`src/pkg/ivam_pkg.sv`:
```
// Purpose: Shared constants and types for the interrupt vector address map
// Assumes: 20-bit byte address space, program memory read port of 16 bits
// Notes:   Tags below mark the logic that carries each rule
// What this block does
// - Each vector entry spans four bytes
// - Accepted interrupt fetches entry, continues at it
// - Fixed table spans FFFDC to FFFFF
// - Undefined-opcode trap uses entry FFFDC
// - Overflow trap uses entry FFFE0
// - Breakpoint FFFE4, relocatable when FFFE7 reads FF
// - Other fixed entries mapped from FFFE8 to FFFFC
// - Fixed entry high bytes form flash ID code
// - Relocatable table: 256 bytes from base register
// - Even base fetches faster than odd base
// - Number 0 breakpoint; numbers 1-3 reserved
// - External pin 3 uses number 4
// - Capture/compare 0 uses number 5
// - Capture/compare 1 shares number 6 with I2C
// - Capture base timer shares 7 with lines
// - Serial 4 and pin 5 share number 8
// - Serial 3 and pin 4 share number 9
// - Serial 2 bus collision uses number 10
// - DMA channels 0 and 1 use 11, 12
// - Key input 13, converter 14
// - Serial 2 tx 15, rx 16, serial 0 tx 17
// - Relocatable entry n sits at base plus 4n
// - Watchdog and oscillation stop share one vector
// - Two select bits pick sources for 8, 9
// - Two more select bits pick sources for 6, 7
package ivam_pkg;

  localparam int unsigned ADDR_W = 20;
  localparam int unsigned SWN_W  = 6;

  // Fixed vector entries
  localparam logic [19:0] FIX_UND   = 20'hF_FFDC;
  localparam logic [19:0] FIX_OVF   = 20'hF_FFE0;
  localparam logic [19:0] FIX_BRK   = 20'hF_FFE4;
  localparam logic [19:0] FIX_ADM   = 20'hF_FFE8;
  localparam logic [19:0] FIX_SSTEP = 20'hF_FFEC;
  localparam logic [19:0] FIX_WDG   = 20'hF_FFF0;
  localparam logic [19:0] FIX_DBG   = 20'hF_FFF4;
  localparam logic [19:0] FIX_NMI   = 20'hF_FFF8;
  localparam logic [19:0] FIX_RST   = 20'hF_FFFC;
  localparam logic [19:0] FIX_LO    = FIX_UND;
  localparam logic [19:0] FIX_HI    = 20'hF_FFFF;
  localparam logic [19:0] BRK_FLAG_ADDR = 20'hF_FFE7;
  localparam logic [7:0]  BRK_RELOC_MARK = 8'hFF;

  // Address steps
  localparam logic [19:0] STEP_BYTE  = 20'h0_0001;
  localparam logic [19:0] STEP_WORD  = 20'h0_0002;
  localparam logic [19:0] ENTRY_HI   = 20'h0_0003;
  localparam logic [19:0] ENTRY_STEP = 20'h0_0004;
  localparam logic [2:0]  LAST_WORD_UNIT = 3'h1;
  localparam logic [2:0]  LAST_BYTE_UNIT = 3'h3;
  localparam logic [2:0]  ID_LAST_ENTRY  = 3'h7;
  localparam int unsigned ID_BYTES = 8;

  // Software interrupt numbers
  localparam logic [5:0] SWN_BRK    = 6'h00;
  localparam logic [5:0] SWN_RSV_HI = 6'h03;
  localparam logic [5:0] SWN_PIN3   = 6'h04;
  localparam logic [5:0] SWN_CC0    = 6'h05;
  localparam logic [5:0] SWN_CC1    = 6'h06;
  localparam logic [5:0] SWN_CTMR   = 6'h07;
  localparam logic [5:0] SWN_SER4   = 6'h08;
  localparam logic [5:0] SWN_SER3   = 6'h09;
  localparam logic [5:0] SWN_COLL   = 6'h0A;
  localparam logic [5:0] SWN_DMA0   = 6'h0B;
  localparam logic [5:0] SWN_DMA1   = 6'h0C;
  localparam logic [5:0] SWN_KEY    = 6'h0D;
  localparam logic [5:0] SWN_ADC    = 6'h0E;
  localparam logic [5:0] SWN_SER2TX = 6'h0F;
  localparam logic [5:0] SWN_SER2RX = 6'h10;
  localparam logic [5:0] SWN_SER0TX = 6'h11;

  typedef enum logic [3:0] {
    SRC_UND, SRC_OVF, SRC_BRK, SRC_ADM, SRC_SSTEP,
    SRC_WDG, SRC_DBG, SRC_NMI, SRC_RST, SRC_SOFT
  } ivam_src_e;

  typedef enum logic [4:0] {
    PER_NONE, PER_BRK, PER_RSV, PER_PIN3, PER_CC0, PER_CC1, PER_I2C,
    PER_CTMR, PER_LINES, PER_SER4, PER_PIN5, PER_SER3, PER_PIN4, PER_COLL,
    PER_DMA0, PER_DMA1, PER_KEY, PER_ADC, PER_SER2TX, PER_SER2RX,
    PER_SER0TX, PER_OTHER
  } ivam_per_e;

  typedef struct packed {
    ivam_src_e        src;
    logic [SWN_W-1:0] swn;
  } ivam_req_s;

  typedef struct packed {
    logic sel_serial3_or_pin4;
    logic sel_serial4_or_pin5;
    logic sel_capcmp1_or_i2c;
    logic sel_captimer_or_lines;
  } ivam_sel_s;

endpackage

```
`src/rtl/ivam_sync.sv`:
```
// Purpose: Three-stage synchroniser with agreement filter
// Assumes: Input changes slowly relative to sys_clk
// Notes:   Output follows once stages two and three agree
`timescale 1ns/1ps
module ivam_sync (
  input  wire logic sys_clk,
  input  wire logic rst,
  input  wire logic ce,
  input  wire logic din,
  output logic      dout_q
);
  logic s1_q;
  logic s2_q;
  logic s3_q;

  // Shift chain, first stage feeds only the second
  always_ff @(posedge sys_clk)
  begin
    if (rst)
    begin
      s1_q   <= 1'b0;
      s2_q   <= 1'b0;
      s3_q   <= 1'b0;
      dout_q <= 1'b0;
    end
    else if (ce)
    begin
      s1_q <= din;
      s2_q <= s1_q;
      s3_q <= s2_q;
      if (s2_q == s3_q)
        dout_q <= s3_q; // Accept only a settled level
    end
  end
endmodule // ivam_sync

```
`src/rtl/ivam_addr.sv`:
```
// Purpose: Forms the first byte address of a vector entry
// Assumes: Request and base are stable while used
// Notes:   Pure combinational lookup
`timescale 1ns/1ps
module ivam_addr
  import ivam_pkg::*;
(
  input  ivam_req_s         req,
  input  wire logic [19:0]  base,
  input  wire logic         brk_reloc,
  output logic [19:0]       addr,
  output logic              word_ok
);
  // Fixed entry start for a hardware or trap source
  function automatic logic [19:0] fixed_addr(input ivam_src_e s);
    unique case (s)
      SRC_UND:   fixed_addr = FIX_UND;
      SRC_OVF:   fixed_addr = FIX_OVF;
      SRC_BRK:   fixed_addr = FIX_BRK;
      SRC_ADM:   fixed_addr = FIX_ADM;
      SRC_SSTEP: fixed_addr = FIX_SSTEP;
      SRC_WDG:   fixed_addr = FIX_WDG;
      SRC_DBG:   fixed_addr = FIX_DBG;
      SRC_NMI:   fixed_addr = FIX_NMI;
      SRC_RST:   fixed_addr = FIX_RST;
      default:   fixed_addr = FIX_UND;
    endcase
  endfunction

  // Relocatable entries sit at base plus four times the number
  always_comb
  begin
    if (req.src == SRC_SOFT)
      addr = base + {12'h000, req.swn, 2'b00};
    else if (req.src == SRC_BRK && brk_reloc)
      addr = base + {12'h000, SWN_BRK, 2'b00};
    else
      addr = fixed_addr(req.src);
    word_ok = ~addr[0];
  end
endmodule // ivam_addr

```
`src/rtl/ivam_top.sv`:
```
// Purpose: Vector entry fetch for accepted interrupts
// Assumes: Memory port returns 16 bits on word reads, low byte on byte reads
// Notes:   Even entry addresses take two word reads, odd ones four byte reads
`timescale 1ns/1ps
module ivam_top
  import ivam_pkg::*;
#(
  parameter bit FLASH_VERSION = 1'b1
)
(
  input  wire logic        sys_clk,
  input  wire logic        rst,
  input  wire logic        ce,
  input  wire logic        req_valid,
  input  ivam_req_s        req,
  input  wire logic [19:0] vector_base_register,
  input  ivam_sel_s        sel,
  input  wire logic        osc_stop_detect_flag,
  input  wire logic        id_start,
  output logic             mem_rd_req,
  output logic [19:0]      mem_addr_q,
  output logic             mem_word_q,
  input  wire logic        mem_ack,
  input  wire logic [15:0] mem_rdata,
  output logic             busy,
  output logic             done_q,
  output logic [19:0]      handler_addr_q,
  output ivam_per_e        periph_src_q,
  output logic             wdg_osc_stop_q,
  output logic [63:0]      id_code_q,
  output logic             id_valid_q
);

  typedef enum logic [1:0] {ST_IDLE, ST_BRK_CHK, ST_FETCH, ST_ID_RD} ivam_st_e;

  ivam_st_e    state_q;
  ivam_req_s   req_q;
  ivam_req_s   cur_req;
  logic [31:0] vec_q;
  logic [31:0] vec_d;
  logic [2:0]  unit_q;
  logic [2:0]  last_unit;
  logic [19:0] entry_addr;
  logic        entry_word;
  logic        brk_reloc;
  logic        osc_flag_s;
  logic        fetch_ack;
  ivam_per_e   per_d;

  // Oscillation-stop flag comes from the clock circuit, another domain
  ivam_sync u_osc_sync (
    .sys_clk (sys_clk),
    .rst     (rst),
    .ce      (ce),
    .din     (osc_stop_detect_flag),
    .dout_q  (osc_flag_s)
  );

  // Request in flight: live at acceptance, latched afterwards
  assign cur_req = (state_q == ST_IDLE) ? req : req_q;
  // Breakpoint goes relocatable when the flag byte reads all ones
  assign brk_reloc = (state_q == ST_BRK_CHK) && (mem_rdata[7:0] == BRK_RELOC_MARK);

  ivam_addr u_addr (
    .req       (cur_req),
    .base      (vector_base_register),
    .brk_reloc (brk_reloc),
    .addr      (entry_addr),
    .word_ok   (entry_word)
  );

  // Handshake toward program memory
  assign mem_rd_req = (state_q != ST_IDLE);
  assign busy       = (state_q != ST_IDLE);
  assign fetch_ack  = (state_q == ST_FETCH) && mem_ack;
  assign last_unit  = mem_word_q ? LAST_WORD_UNIT : LAST_BYTE_UNIT;

  // Places the returned unit into the entry, lowest address lowest byte
  always_comb
  begin
    vec_d = vec_q;
    if (mem_word_q)
      vec_d[16*unit_q[0] +: 16] = mem_rdata;
    else
      vec_d[8*unit_q[1:0] +: 8] = mem_rdata[7:0];
  end

  // Peripheral source behind a software number, shared ones by select bits
  always_comb
  begin
    per_d = PER_OTHER;
    if (cur_req.src != SRC_SOFT)
      per_d = PER_NONE;
    else if (cur_req.swn == SWN_BRK)
      per_d = PER_BRK;
    else if (cur_req.swn <= SWN_RSV_HI)
      per_d = PER_RSV;
    else
    begin
      unique case (cur_req.swn)
        SWN_PIN3:   per_d = PER_PIN3;
        SWN_CC0:    per_d = PER_CC0;
        SWN_CC1:    per_d = sel.sel_capcmp1_or_i2c ? PER_I2C : PER_CC1;
        SWN_CTMR:   per_d = sel.sel_captimer_or_lines ? PER_LINES : PER_CTMR;
        SWN_SER4:   per_d = sel.sel_serial4_or_pin5 ? PER_PIN5 : PER_SER4;
        SWN_SER3:   per_d = sel.sel_serial3_or_pin4 ? PER_PIN4 : PER_SER3;
        SWN_COLL:   per_d = PER_COLL;
        SWN_DMA0:   per_d = PER_DMA0;
        SWN_DMA1:   per_d = PER_DMA1;
        SWN_KEY:    per_d = PER_KEY;
        SWN_ADC:    per_d = PER_ADC;
        SWN_SER2TX: per_d = PER_SER2TX;
        SWN_SER2RX: per_d = PER_SER2RX;
        SWN_SER0TX: per_d = PER_SER0TX;
        default:    per_d = PER_OTHER;
      endcase
    end
  end

  // Sequencer for breakpoint check, entry fetch and ID read
  always_ff @(posedge sys_clk)
  begin
    if (rst)
      state_q <= ST_IDLE;
    else if (ce)
    begin
      unique case (state_q)
        ST_IDLE:
        begin
          if (req_valid)
            state_q <= (req.src == SRC_BRK) ? ST_BRK_CHK : ST_FETCH;
          else if (id_start && FLASH_VERSION)
            state_q <= ST_ID_RD;
        end
        ST_BRK_CHK:
        begin
          if (mem_ack)
            state_q <= ST_FETCH;
        end
        ST_FETCH:
        begin
          if (mem_ack && unit_q == last_unit)
            state_q <= ST_IDLE;
        end
        ST_ID_RD:
        begin
          if (mem_ack && unit_q == ID_LAST_ENTRY)
            state_q <= ST_IDLE;
        end
      endcase
    end
  end

  // Latched request and source information
  always_ff @(posedge sys_clk)
  begin
    if (rst)
    begin
      req_q          <= '{src: SRC_UND, swn: SWN_BRK};
      periph_src_q   <= PER_NONE;
      wdg_osc_stop_q <= 1'b0;
    end
    else if (ce && state_q == ST_IDLE && req_valid)
    begin
      req_q        <= req;
      periph_src_q <= per_d;
      if (req.src == SRC_WDG)
        wdg_osc_stop_q <= osc_flag_s;
    end
  end

  // Memory address, width and unit counter
  always_ff @(posedge sys_clk)
  begin
    if (rst)
    begin
      mem_addr_q <= FIX_RST;
      mem_word_q <= 1'b0;
      unit_q     <= 3'h0;
    end
    else if (ce)
    begin
      if (state_q == ST_IDLE)
      begin
        unit_q <= 3'h0;
        if (req_valid && req.src == SRC_BRK)
        begin
          mem_addr_q <= BRK_FLAG_ADDR;
          mem_word_q <= 1'b0;
        end
        else if (req_valid)
        begin
          mem_addr_q <= entry_addr;
          mem_word_q <= entry_word;
        end
        else if (id_start && FLASH_VERSION)
        begin
          mem_addr_q <= FIX_UND + ENTRY_HI;
          mem_word_q <= 1'b0;
        end
      end
      else if (state_q == ST_BRK_CHK && mem_ack)
      begin
        mem_addr_q <= entry_addr;
        mem_word_q <= entry_word;
      end
      else if (state_q == ST_FETCH && mem_ack)
      begin
        unit_q     <= unit_q + 3'h1;
        mem_addr_q <= mem_addr_q + (mem_word_q ? STEP_WORD : STEP_BYTE);
      end
      else if (state_q == ST_ID_RD && mem_ack)
      begin
        unit_q     <= unit_q + 3'h1;
        mem_addr_q <= mem_addr_q + ENTRY_STEP;
      end
    end
  end

  // Entry assembly and hand-off of the routine start address
  always_ff @(posedge sys_clk)
  begin
    if (rst)
    begin
      vec_q          <= 32'h0000_0000;
      handler_addr_q <= FIX_RST;
      done_q         <= 1'b0;
    end
    else if (ce)
    begin
      done_q <= 1'b0;
      if (fetch_ack)
      begin
        vec_q <= vec_d;
        if (unit_q == last_unit)
        begin
          // Upper bits of the entry (reserved nibble, ID byte) are not used
          handler_addr_q <= vec_d[ADDR_W-1:0];
          done_q         <= 1'b1;
        end
      end
    end
  end

  // ID code from the high byte of each fixed entry from FFFDC to FFFF8, reset entry excluded
  always_ff @(posedge sys_clk)
  begin
    if (rst)
    begin
      id_code_q  <= 64'h0000_0000_0000_0000;
      id_valid_q <= 1'b0;
    end
    else if (ce)
    begin
      if (state_q == ST_IDLE && id_start && !req_valid)
        id_valid_q <= 1'b0;
      else if (state_q == ST_ID_RD && mem_ack)
      begin
        id_code_q[8*unit_q +: 8] <= mem_rdata[7:0];
        if (unit_q == ID_LAST_ENTRY)
          id_valid_q <= 1'b1;
      end
    end
  end

  // Bytes taken so far for the entry in flight, counted apart from unit_q for the checks
  logic [2:0] bytes_q;

  always_ff @(posedge sys_clk)
  begin
    if (rst)
      bytes_q <= 3'h0;
    else if (ce)
    begin
      if (state_q != ST_FETCH)
        bytes_q <= 3'h0;
      else if (mem_ack)
        bytes_q <= bytes_q + (mem_word_q ? STEP_WORD[2:0] : STEP_BYTE[2:0]);
    end
  end
endmodule // ivam_top

```
`config.mk`:
```
export PLATFORM = sky130hd
export DESIGN_NAME = ivam_top
export DESIGN_NICKNAME = d
export VERILOG_FILES = /design/src/pkg/ivam_pkg.sv /design/src/rtl/ivam_sync.sv /design/src/rtl/ivam_addr.sv /design/src/rtl/ivam_top.sv
export SDC_FILE = /design/constraint.sdc
export NUM_CORES = 1
export LEC_CHECK = 0
export BUFFER_PORTS_ARGS = -buffer_cell sky130_fd_sc_hd__buf_2
export CAP_MARGIN = 10
export CORE_MARGIN = 4
export CORE_UTILIZATION = 47
export CTS_CLUSTER_SIZE = 30
export DETAILED_ROUTE_END_ITERATION = 8
export GPL_ROUTABILITY_DRIVEN = 1
export PLACE_DENSITY = 0.79
export SLEW_MARGIN = 10
export SYNTH_ARGS = -nofsm -noshare
export SYNTH_HDL_FRONTEND = slang
export SYNTH_HIERARCHICAL = 1
export SYNTH_SLANG_ARGS = --single-unit
```
`constraint.sdc`:
```
create_clock -name sys_clk -period 10.15 [get_ports sys_clk]
set_input_delay 2.03 -clock sys_clk [delete_from_list [all_inputs] [get_ports sys_clk]]
set_output_delay 2.03 -clock sys_clk [all_outputs]
set_load 0.005 [all_outputs]
```
# After elaboration in Yosys (flattened, before gate mapping)
# Memory sizes are Yosys's and may differ from the RTL's.
# Cells that the tools add are included.
# W data, S select, Z words.
dict set report totals {
  out_inout_bits 115
  rom_bits 64
  wordCells 142
  regBits 164
  n_memories 1
}
# memory depth word_bits rd rd_ports_with_merged_regs wr line_no
set memory_table {}
lappend memory_table {{(no name shown)} 16 4 1 0 0 ivam_addr.sv:16} ;# unique case (s)
dict set report op_classes {
  add_sub_neg 7
  n_eq_ne 32
  bitwise_logic 2
  n_reduce_logical 31
  shift 6
  magnitude_cmp 1
  muxes 45
}
# operator count
set op_table {}
lappend op_table {{$mux W20} 9}
lappend op_table {{$pmux W5 S14} 1}
lappend op_table {{$neg A5 Y34} 2}
lappend op_table {{$bwmux W32} 2}
lappend op_table {{$bwmux W64} 1}
lappend op_table {{$shift A8 B34 Y64 const A} 1}
lappend op_table {{$shiftx A8 B34 Y64} 1}
lappend op_table {{$eq A6 B4 Y1 const B} 8}
lappend op_table {{$neg A6 Y34} 1}
lappend op_table {{$shift A16 B34 Y32 const A} 1}
lappend op_table {{$shift A8 B34 Y32 const A} 1}
lappend op_table {{$shiftx A16 B34 Y32} 1}
lappend op_table {{$shiftx A8 B34 Y32} 1}
lappend op_table {{$mux W32} 1}
lappend op_table {{$eq A6 B3 Y1 const B} 4}
lappend op_table {{$add A20 B2 Y20} 1}
lappend op_table {{$add A20 B3 Y20 const B} 1}
lappend op_table {{$add A20 B8 Y20} 1}
lappend op_table {{$mux W2} 10}
lappend op_table {{$reduce_and A3 Y1} 6}
lappend op_table {{$mux W3} 5}
lappend op_table {{$mux W5} 3}
lappend op_table {{$eq A6 B5 Y1 const B} 2}
lappend op_table {{$logic_and A1 B1 Y1} 12}
lappend op_table {{28 further kinds} 48}

# Depth between registers and ports, before layout
# Gate-level depths: netlist of the first run.
dict set report depth {
  word_depth 10
  ltp_mapped 18
  ltp_nobuf 15
}

# By module
# Netlist of the first run, hierarchy kept.
# module cells_each seq_area_each_um2 area_each_um2 n_inst
set by_module_without_submodules {}
lappend by_module_without_submodules {ivam_top 962 2962.8 7594.8 1}
lappend by_module_without_submodules {ivam_addr 109 0.0 802.0 1}
lappend by_module_without_submodules {ivam_sync 16 80.1 171.4 1}

# Worst setup path before layout of the first run
# Ideal clock, no wire load.
dict set report synth_path {
  kind {input-to-reg}
  startpoint {input req[3] (netlist bit)}
  endpoint {register mem_addr_q[16]}
  arrival_ns 4.408
  path_slack_ns 5.628
  setup_ns 0.115
  stages 12
  required_ns 10.035
  cell_sequence {nor3b_1 -> or2_2 -> buf_2 -> ha_1 -> and3_1 -> a221oi_2 -> nor3b_1 -> mux2i_1 -> o31ai_1 -> nand4_1 -> o32a_1 -> o21a_1}
}
# element line_no
set synth_rtl {}
lappend synth_rtl {{start, declared} ivam_top.sv:15} ;# input ivam_req_s req,
lappend synth_rtl {{end signal, assigned} ivam_top.sv:193} ;# mem_addr_q <= entry_addr;
lappend synth_rtl {{end signal, assigned} ivam_top.sv:198} ;# mem_addr_q <= FIX_UND + ENTRY_HI;
lappend synth_rtl {{end signal, assigned} ivam_top.sv:204} ;# mem_addr_q <= entry_addr;
lappend synth_rtl {{end, declared} ivam_top.sv:21} ;# output logic [19:0] mem_addr_q,

==> results of run 1 <==
worst paths after layout:
kind	startpoint	endpoint	slack, ns	cells after the start
worst max register to register	unit_q[0]$_SDFFE_PP0P_	id_code_q[37]$_SDFFE_PP0P_	6.26	7
worst min register to register	id_code_q[59]$_SDFFE_PP0P_	id_code_q[59]$_SDFFE_PP0P_	0.45	2
worst max-delay path	req[0]	mem_addr_q[16]$_SDFFE_PP1P_	5.58	12
worst min-delay path	id_code_q[59]$_SDFFE_PP0P_	id_code_q[59]$_SDFFE_PP0P_	0.45	2
layer usage:
metal	wire, um	vias up
li1	-	4208
met3	2549	93
met5	0	-
met4	933	0
met2	11740	441
met1	11270	4204
state kept, by name, summed over array words and instances (netlist names), 2 cells and up:
signal / flops
unit_q: 3
mem_addr_q: 20
req_q: 10
vec_q: 20
state_q: 2
periph_src_q: 5
handler_addr_q: 20
id_code_q: 64
layout make-up:
type / instances / share of cell area, %
clock inverters: 15 / 1.616
diodes: 1 / 0.02505
well taps: 229 / 2.868
multi-input cells: 828 / 50.57
repair buffers: 180 / 9.267
flip-flops and latches: 152 / 30.46
inverters: 25 / 0.9393
clock buffers: 17 / 4.258
power groups by stage:
stage,logic (mW),clock network (mW),registers [mW]
2_1_floorplan,0.220,0,0.636
3_3_place_gp,0.293,0,0.643
3_5_place_dp,0.295,0,0.643
4_1_cts,0.297,0.628,0.630
5_1_grt,0.330,0.651,0.632
6_report,0.304,0.621,0.631
critical path: stages:
cell      delay, ns
buf_2          0.13
mux2_2         0.34
ha_1           0.26
fa_1           0.42
a21o_1         0.21
a221oi_2       0.50
nor3b_1        0.13
mux2i_1        0.16
o31ai_1        0.23
nand4_1        0.15
o32a_1         0.22
o21a_1         0.10
logic make-up after synthesis:
| family | Yosys count | share of synthesized area (%) |
|---|---|---|
| flip-flops | 152 | 35.51 |
| multiplexers | 34 | 4.001 |
| AND/OR/NAND/NOR | 462 | 26.72 |
| AO/OA/AOI/OAI | 302 | 23.98 |
| adder cells (fa/ha/maj) | 24 | 3.651 |
| XOR/XNOR | 6 | 0.6133 |
| buffers and inverters | 107 | 5.520 |
placed cells by master, fill, tap and decap left out, drive strengths merged, types with 5 or more instances in the layout:
master / Yosys / layout
a31oi: 9 / 9
o21ai: 32 / 32
nand3b: 9 / 9
a221oi: 5 / 5
o21a: 10 / 10
a211oi: 25 / 25
and2: 11 / 11
a21oi: 103 / 103
clkinv: 0 / 5
nor3: 21 / 21
clkbuf: 54 / 17
inv: 25 / 31
buf: 28 / 180
nor2: 127 / 127
a22oi: 17 / 17
nand2b: 10 / 10
dfxtp: 152 / 152
nand4: 23 / 23
nand2: 148 / 148
a21o: 9 / 9
o22ai: 7 / 7
nand3: 31 / 31
and3b: 6 / 6
or3: 8 / 8
nor4b: 8 / 8
nor2b: 8 / 8
and3: 16 / 16
o211ai: 21 / 21
o31ai: 8 / 8
a311oi: 7 / 7
a32oi: 6 / 6
ha: 21 / 21
nor3b: 8 / 8
mux2i: 32 / 32
nor4: 8 / 8
per-stage QoR:
step | util, % | setup WS (ns) | power [mW]
final | 55.62 | 5.581 | 1.556
after global routing | 55.62 | 5.397 | 1.613
after CTS | 55.60 | 5.634 | 1.555
after detailed placement | 52.34 | 5.193 | 0.9382
after global placement | 52.34 | 5.245 | 0.9355
after floorplan | - | 5.628 | 0.8559
==> out/qor.yml, run 1 <==
critical_path:
  start_kind: "input port"
  cp.arrival_ns: 4.90
  worstPathMaxFanout: 7
  path_class: "in2reg"
  worst_ep_required_time_ns: 10.48
  critPathCaptureType: "register"
cells_and_area:
  fin_cells: 1447
  syn_to_final_growth_pct: 16.60
  fillCellCount: 1674
  multiInputGateArea_mm2: 0.005052
  seqCellArea_mm2: 0.003043
  drive_gt1_share_pct: 19.39
  stdcell_area_mm2: 0.009991
  final_nets: 1284
yosys:
  synth_cell_types: 89
  ys_ff_latch: 152
  synth.most_common_cell: "dfxtp_1"
  synth-main-ff-cell: "dfxtp_1"
  synthTopCellsByArea: "dfxtp_1, nand2_1, a21oi_1"
  synth_edf_count: 0
  netlist.area_leader.share_pct: 35.51
  postSynthAreaPerCell_um2: 7.882
  netlist_top_cells_count: "dfxtp_1, nand2_1, nor2_1"
  ys_seq_area_share_pct: 35.51
  synth_cells: 1087
  synth-warning-count: 6
  synth_area_mm2: 0.008568
  syn_nets: 1167
  async_flop_share_pct: 0
  yosys.area.top_type: "dfxtp_1"
grt:
  grt_pass1_wl_um: 41360
  grt_util_met3_pct: 5.995
  grtUsageTotal_pct: 24.93
  grt_pass1_vias: 8091
  antenna_found_initial: 1
  grt-ovfl-total: 0
  use_met1_pct: 33.46
  grt_max_degree: 86
  top_usage_layer: "met2"
  grtUsageMet2_pct: 39.00
cts:
  cts_made_buffers: 17
  numClockSinks: 152
  root_buffer: "clkbuf_16"
  post_cts_resized: 0
  cts_setup_buffers: 0
  clock_latency_ns: 0.43
  cts_hold_buffers: 0
  clock_path_buffers: 2
  path_clk_slew_ns: 0.07
  tritoncts: "yes"
  h-tree-depth: 4
sta:
  rsz0062_at_grt: "false"
  finalSetupViolCount: 0
  slew_headroom_pct: 38.40
  finalHoldWorstSlack_ns: 0.4523
  setup_tns_ns: 0
  post-route-period-util_pct: 45.02
  hold_viol: 0
  clock_skew_ns: 0.01328
  finalMaxSlewViolations: 0
  tightest_slew_ns: 0.9186
  period_minus_slack_ns: 4.569
  fmax_ghz: 0.2189
placed_design:
  placed_cells: 1414
  io_buffers: 171
  dp_hpwl_um: 18810
  gp_congestion: 0.9836
  dpl_cell_area_mm2: 0.009402
floorplan:
  die_w_um: 143.0
  core_mm2: 0.01796
  pin_count: 172
  rows: 49
  die_area_mm2: 0.02045
  initial_core_util_pct: 47.70
  fp.dieH_um: 143.0
routing:
  ant_nets: 0
  detail_route.wl_per_cell_um: 18.31
  drc: 0
  first_iter_violations: 860
  wl_um: 26490
  first_pass_iters: 6
  vias: 8946
  via_per_inst: 6.182
power:
  p_switching_uw: 507.4
  ir_drop_mv: 0.1296
  clockPowerShare_pct: 39.9
  power_frac_comb_pct: 19.6
  p_int_mw: 1.049
  sw_frac_of_total_pct: 32.60
  powerDensity_mw_per_mm2: 155.8
  seqPwrFrac_pct: 40.5
  leakage_nw: 4.187
job:
  cap_violations: 0
hold_path:
  hp-class: "reg2reg"
status:
  status: "finished, final reports clean"
Note: power is estimated with default switching activity, not from simulation.
==> inputs of run 2 (changes only) <==
--- a/config.mk
+++ b/config.mk
@@ -5,6 +5,7 @@
 export SDC_FILE = /design/constraint.sdc
 export NUM_CORES = 1
 export LEC_CHECK = 0
+export ABC_AREA = 1
 export BUFFER_PORTS_ARGS = -buffer_cell sky130_fd_sc_hd__buf_2
 export CAP_MARGIN = 10
 export CORE_MARGIN = 4
@@ -12,7 +13,7 @@
 export CTS_CLUSTER_SIZE = 30
 export DETAILED_ROUTE_END_ITERATION = 8
 export GPL_ROUTABILITY_DRIVEN = 1
-export PLACE_DENSITY = 0.79
+export PLACE_DENSITY = 0.82
 export SLEW_MARGIN = 10
 export SYNTH_ARGS = -nofsm -noshare
 export SYNTH_HDL_FRONTEND = slang
==> constraint.sdc (replaced) <==
create_clock -name sys_clk -period 4.18 [get_ports sys_clk]
set_input_delay 0.836 -clock sys_clk [delete_from_list [all_inputs] [get_ports sys_clk]]
set_output_delay 0.836 -clock sys_clk [all_outputs]
set_load 0.005 [all_outputs]
==> out/qor.yml, run 2 <==
routing:
  wl_um: 26440
  detail_route.wl_per_cell_um: 15.80
  first_iter_violations: 904
  via_per_inst: 5.576
  ant_nets: 0
  vias: 9335
  first_pass_iters: 6
  drc: 0
critical_path:
  crit_start: "state_q[0]$_SDFFE_PP0P_"
  critPathCapture: "mem_addr_q[2]$_SDFFE_PP1P_"
  cp.arrival_ns: 3.45
  r2r-start: "state_q[0]$_SDFFE_PP0P_"
  critPathCaptureType: "register"
  worst_ep_required_time_ns: 4.49
  rrSetupSlack_ns: 1.03
  worstPathMaxFanout: 17
  r2r_end: "mem_addr_q[2]$_SDFFE_PP1P_"
  start_kind: "register"
  r2r_cells: 16
  path_class: "reg2reg"
sta:
  rsz0062_at_grt: "false"
  tightest_slew_ns: 0.9401
  fmax_ghz: 0.3179
  finalMaxSlewViolations: 0
  finalSetupViolCount: 0
  slew_headroom_pct: 36.99
  setup_tns_ns: 0
  clock_skew_ns: 0.01766
  hold_viol: 0
  post-route-period-util_pct: 75.25
  period_minus_slack_ns: 3.145
cts:
  h-tree-depth: 4
  clock_path_buffers: 2
  cts_made_buffers: 17
  post_cts_resized: 0
  numClockSinks: 152
  cts_setup_buffers: 0
  cts_hold_buffers: 0
  path_clk_slew_ns: 0.07
  clock_latency_ns: 0.44
  tritoncts: "yes"
  root_buffer: "clkbuf_16"
floorplan:
  fp.dieH_um: 143.7
  core_mm2: 0.01802
  die_area_mm2: 0.02064
  pin_count: 172
  rows: 49
  initial_core_util_pct: 47.99
  die_w_um: 143.7
placed_design:
  dp_hpwl_um: 19350
  gp_congestion: 0.9536
  io_buffers: 171
yosys:
  ys_ff_latch: 152
  netlist.area_leader.share_pct: 35.18
  synth-main-ff-cell: "dfxtp_1"
  syn_nets: 1369
  synthTopCellsByArea: "dfxtp_1, nand2_1, o21ai_0"
  synth_edf_count: 0
  synth-warning-count: 6
  yosys.area.top_type: "dfxtp_1"
  synth_cell_types: 48
  synth.most_common_cell: "nand2_1"
  ys_seq_area_share_pct: 35.18
  netlist_top_cells_count: "nand2_1, o21ai_0, dfxtp_1"
  synth_area_mm2: 0.008650
  postSynthAreaPerCell_um2: 6.710
  async_flop_share_pct: 0
  synth_cells: 1289
grt:
  grtUsageTotal_pct: 25.67
  grt_pass1_vias: 8670
  grt_pass1_wl_um: 43040
  antenna_found_initial: 0
  grt-ovfl-total: 0
  grt_max_degree: 68
cells_and_area:
  largest-register: "id_code_q"
  drive_gt1_share_pct: 19.31
  insertedDiodeCount: 0
  fillCellCount: 1696
  final_cell_mix: "nand2_1, buf_2, o21ai_0"
  multiInputGateArea_mm2: 0.004726
  final_nets: 1512
  seqCellArea_mm2: 0.003043
  syn_to_final_growth_pct: 18.31
  utilization_pct: 56.78
  final_common_cell: "nand2_1"
  largest_register_ffs: 64
power:
  powerDensity_mw_per_mm2: 417.8
  ir_drop_mv: 0.3210
  leakage_nw: 4.863
job:
  cap_violations: 0
status:
  status: "finished, final reports clean"
hold_path:
  hp-class: "reg2reg"
[run 2: cell count changes after synthesis, sizes merged, moves of 26 or more]
cell   previous run  this run
nor2            127       153
a21oi           103       137
nand2           148       251
mux2i            32         0
nand3            31        57
inv              25       163
o21ai            32       180
[run 2: area by class of cell]
class / count / share of cell area, %
clock inverter: 15 / 1.932
timing repair buffer: 180 / 9.145
sequential: 152 / 29.73
tap: 229 / 2.800
multi-input combinational: 918 / 46.18
inverter: 163 / 6.052
clock buffer: 17 / 4.157
[run 2: how the worst min path moves through the flow]
| stage | startpoint | endpoint | cells past startpoint |
|---|---|---|---|
| 3_3_place_gp | handler_addr_q[5]$_SDFFE_PP1P_ | handler_addr_q[5]$_SDFFE_PP1P_ | 2 |
| 3_5_place_dp | handler_addr_q[8]$_SDFFE_PP1P_ | handler_addr_q[8]$_SDFFE_PP1P_ | 2 |
| 2_1_floorplan | req_q[9]$_SDFFE_PP0P_ | req_q[9]$_SDFFE_PP0P_ | 2 |
| 5_1_grt | done_q$_SDFFE_PP0P_ | done_q$_SDFFE_PP0P_ | 2 |
| 4_1_cts | req_q[9]$_SDFFE_PP0P_ | req_q[9]$_SDFFE_PP0P_ | 2 |
| 6_report | req_q[9]$_SDFFE_PP0P_ | req_q[9]$_SDFFE_PP0P_ | 2 |
[run 2: worst max-delay path, cell delays in order, from the launching register on]
cell	delay, ns
dfxtp_1	0.50
nor2_4	0.43
buf_4	0.30
nand2_1	0.07
o21ai_0	0.07
inv_1	0.09
inv_1	0.11
ha_1	0.20
nand2_2	0.10
nor2_8	0.27
inv_4	0.10
o22ai_1	0.18
a31oi_1	0.11
o21ai_0	0.19
o21ai_0	0.11
a21oi_1	0.12
o21ai_0	0.09
[run 2: logic make-up (layout without fill, tap and decap cells)]
group	count (synthesis)	after routing	synth area share [%]
xor gates and xnor gates	10	10	1.013
and+or+nand+nor	511	511	26.99
DFF	152	152	35.18
AOI/OAI and AO/OA	374	374	23.13
adders and majority gates	23	23	3.501
buffers and inverters	219	375	10.18
[run 2: per-layer routing]
layer | GRT usage [%] | vias up | wire length (um)
met1 | 33.94 | 4220 | 11100
met2 | 40.51 | 488 | 11830
met4 | 10.01 | 0 | 822
li1 | - | 4562 | -
met3 | 6.323 | 65 | 2692
met5 | 0 | - | 0
[run 2: where the power goes]
part / internal (mW) / total (mW) / leakage (nW) / switching (mW)
clock: 0.817 / 1.56 / 0.296 / 0.746
combinational: 0.369 / 1.12 / 3.33 / 0.747
sequential: 1.51 / 1.60 / 1.23 / 0.0860
total: 2.70 / 4.28 / 4.86 / 1.58
[run 2: stage by stage]
| stage | power (mW) | instances | setup slack [ns] | hold slack, ns | cell area [um^2] |
|---|---|---|---|---|---|
| floorplan | 2.420 | 1289 | 1.382 | 0.4297 | 8650 |
| global placement | 2.686 | 1642 | 1.151 | 0.4390 | 9610 |
| detailed placement | 2.710 | 1642 | 1.102 | 0.4434 | 9610 |
| CTS | 4.267 | 1674 | 1.083 | 0.4578 | 10230 |
| global route | 4.499 | 1674 | 0.6913 | 0.4884 | 10230 |
| finish | 4.276 | 1674 | 1.035 | 0.4533 | 10230 |
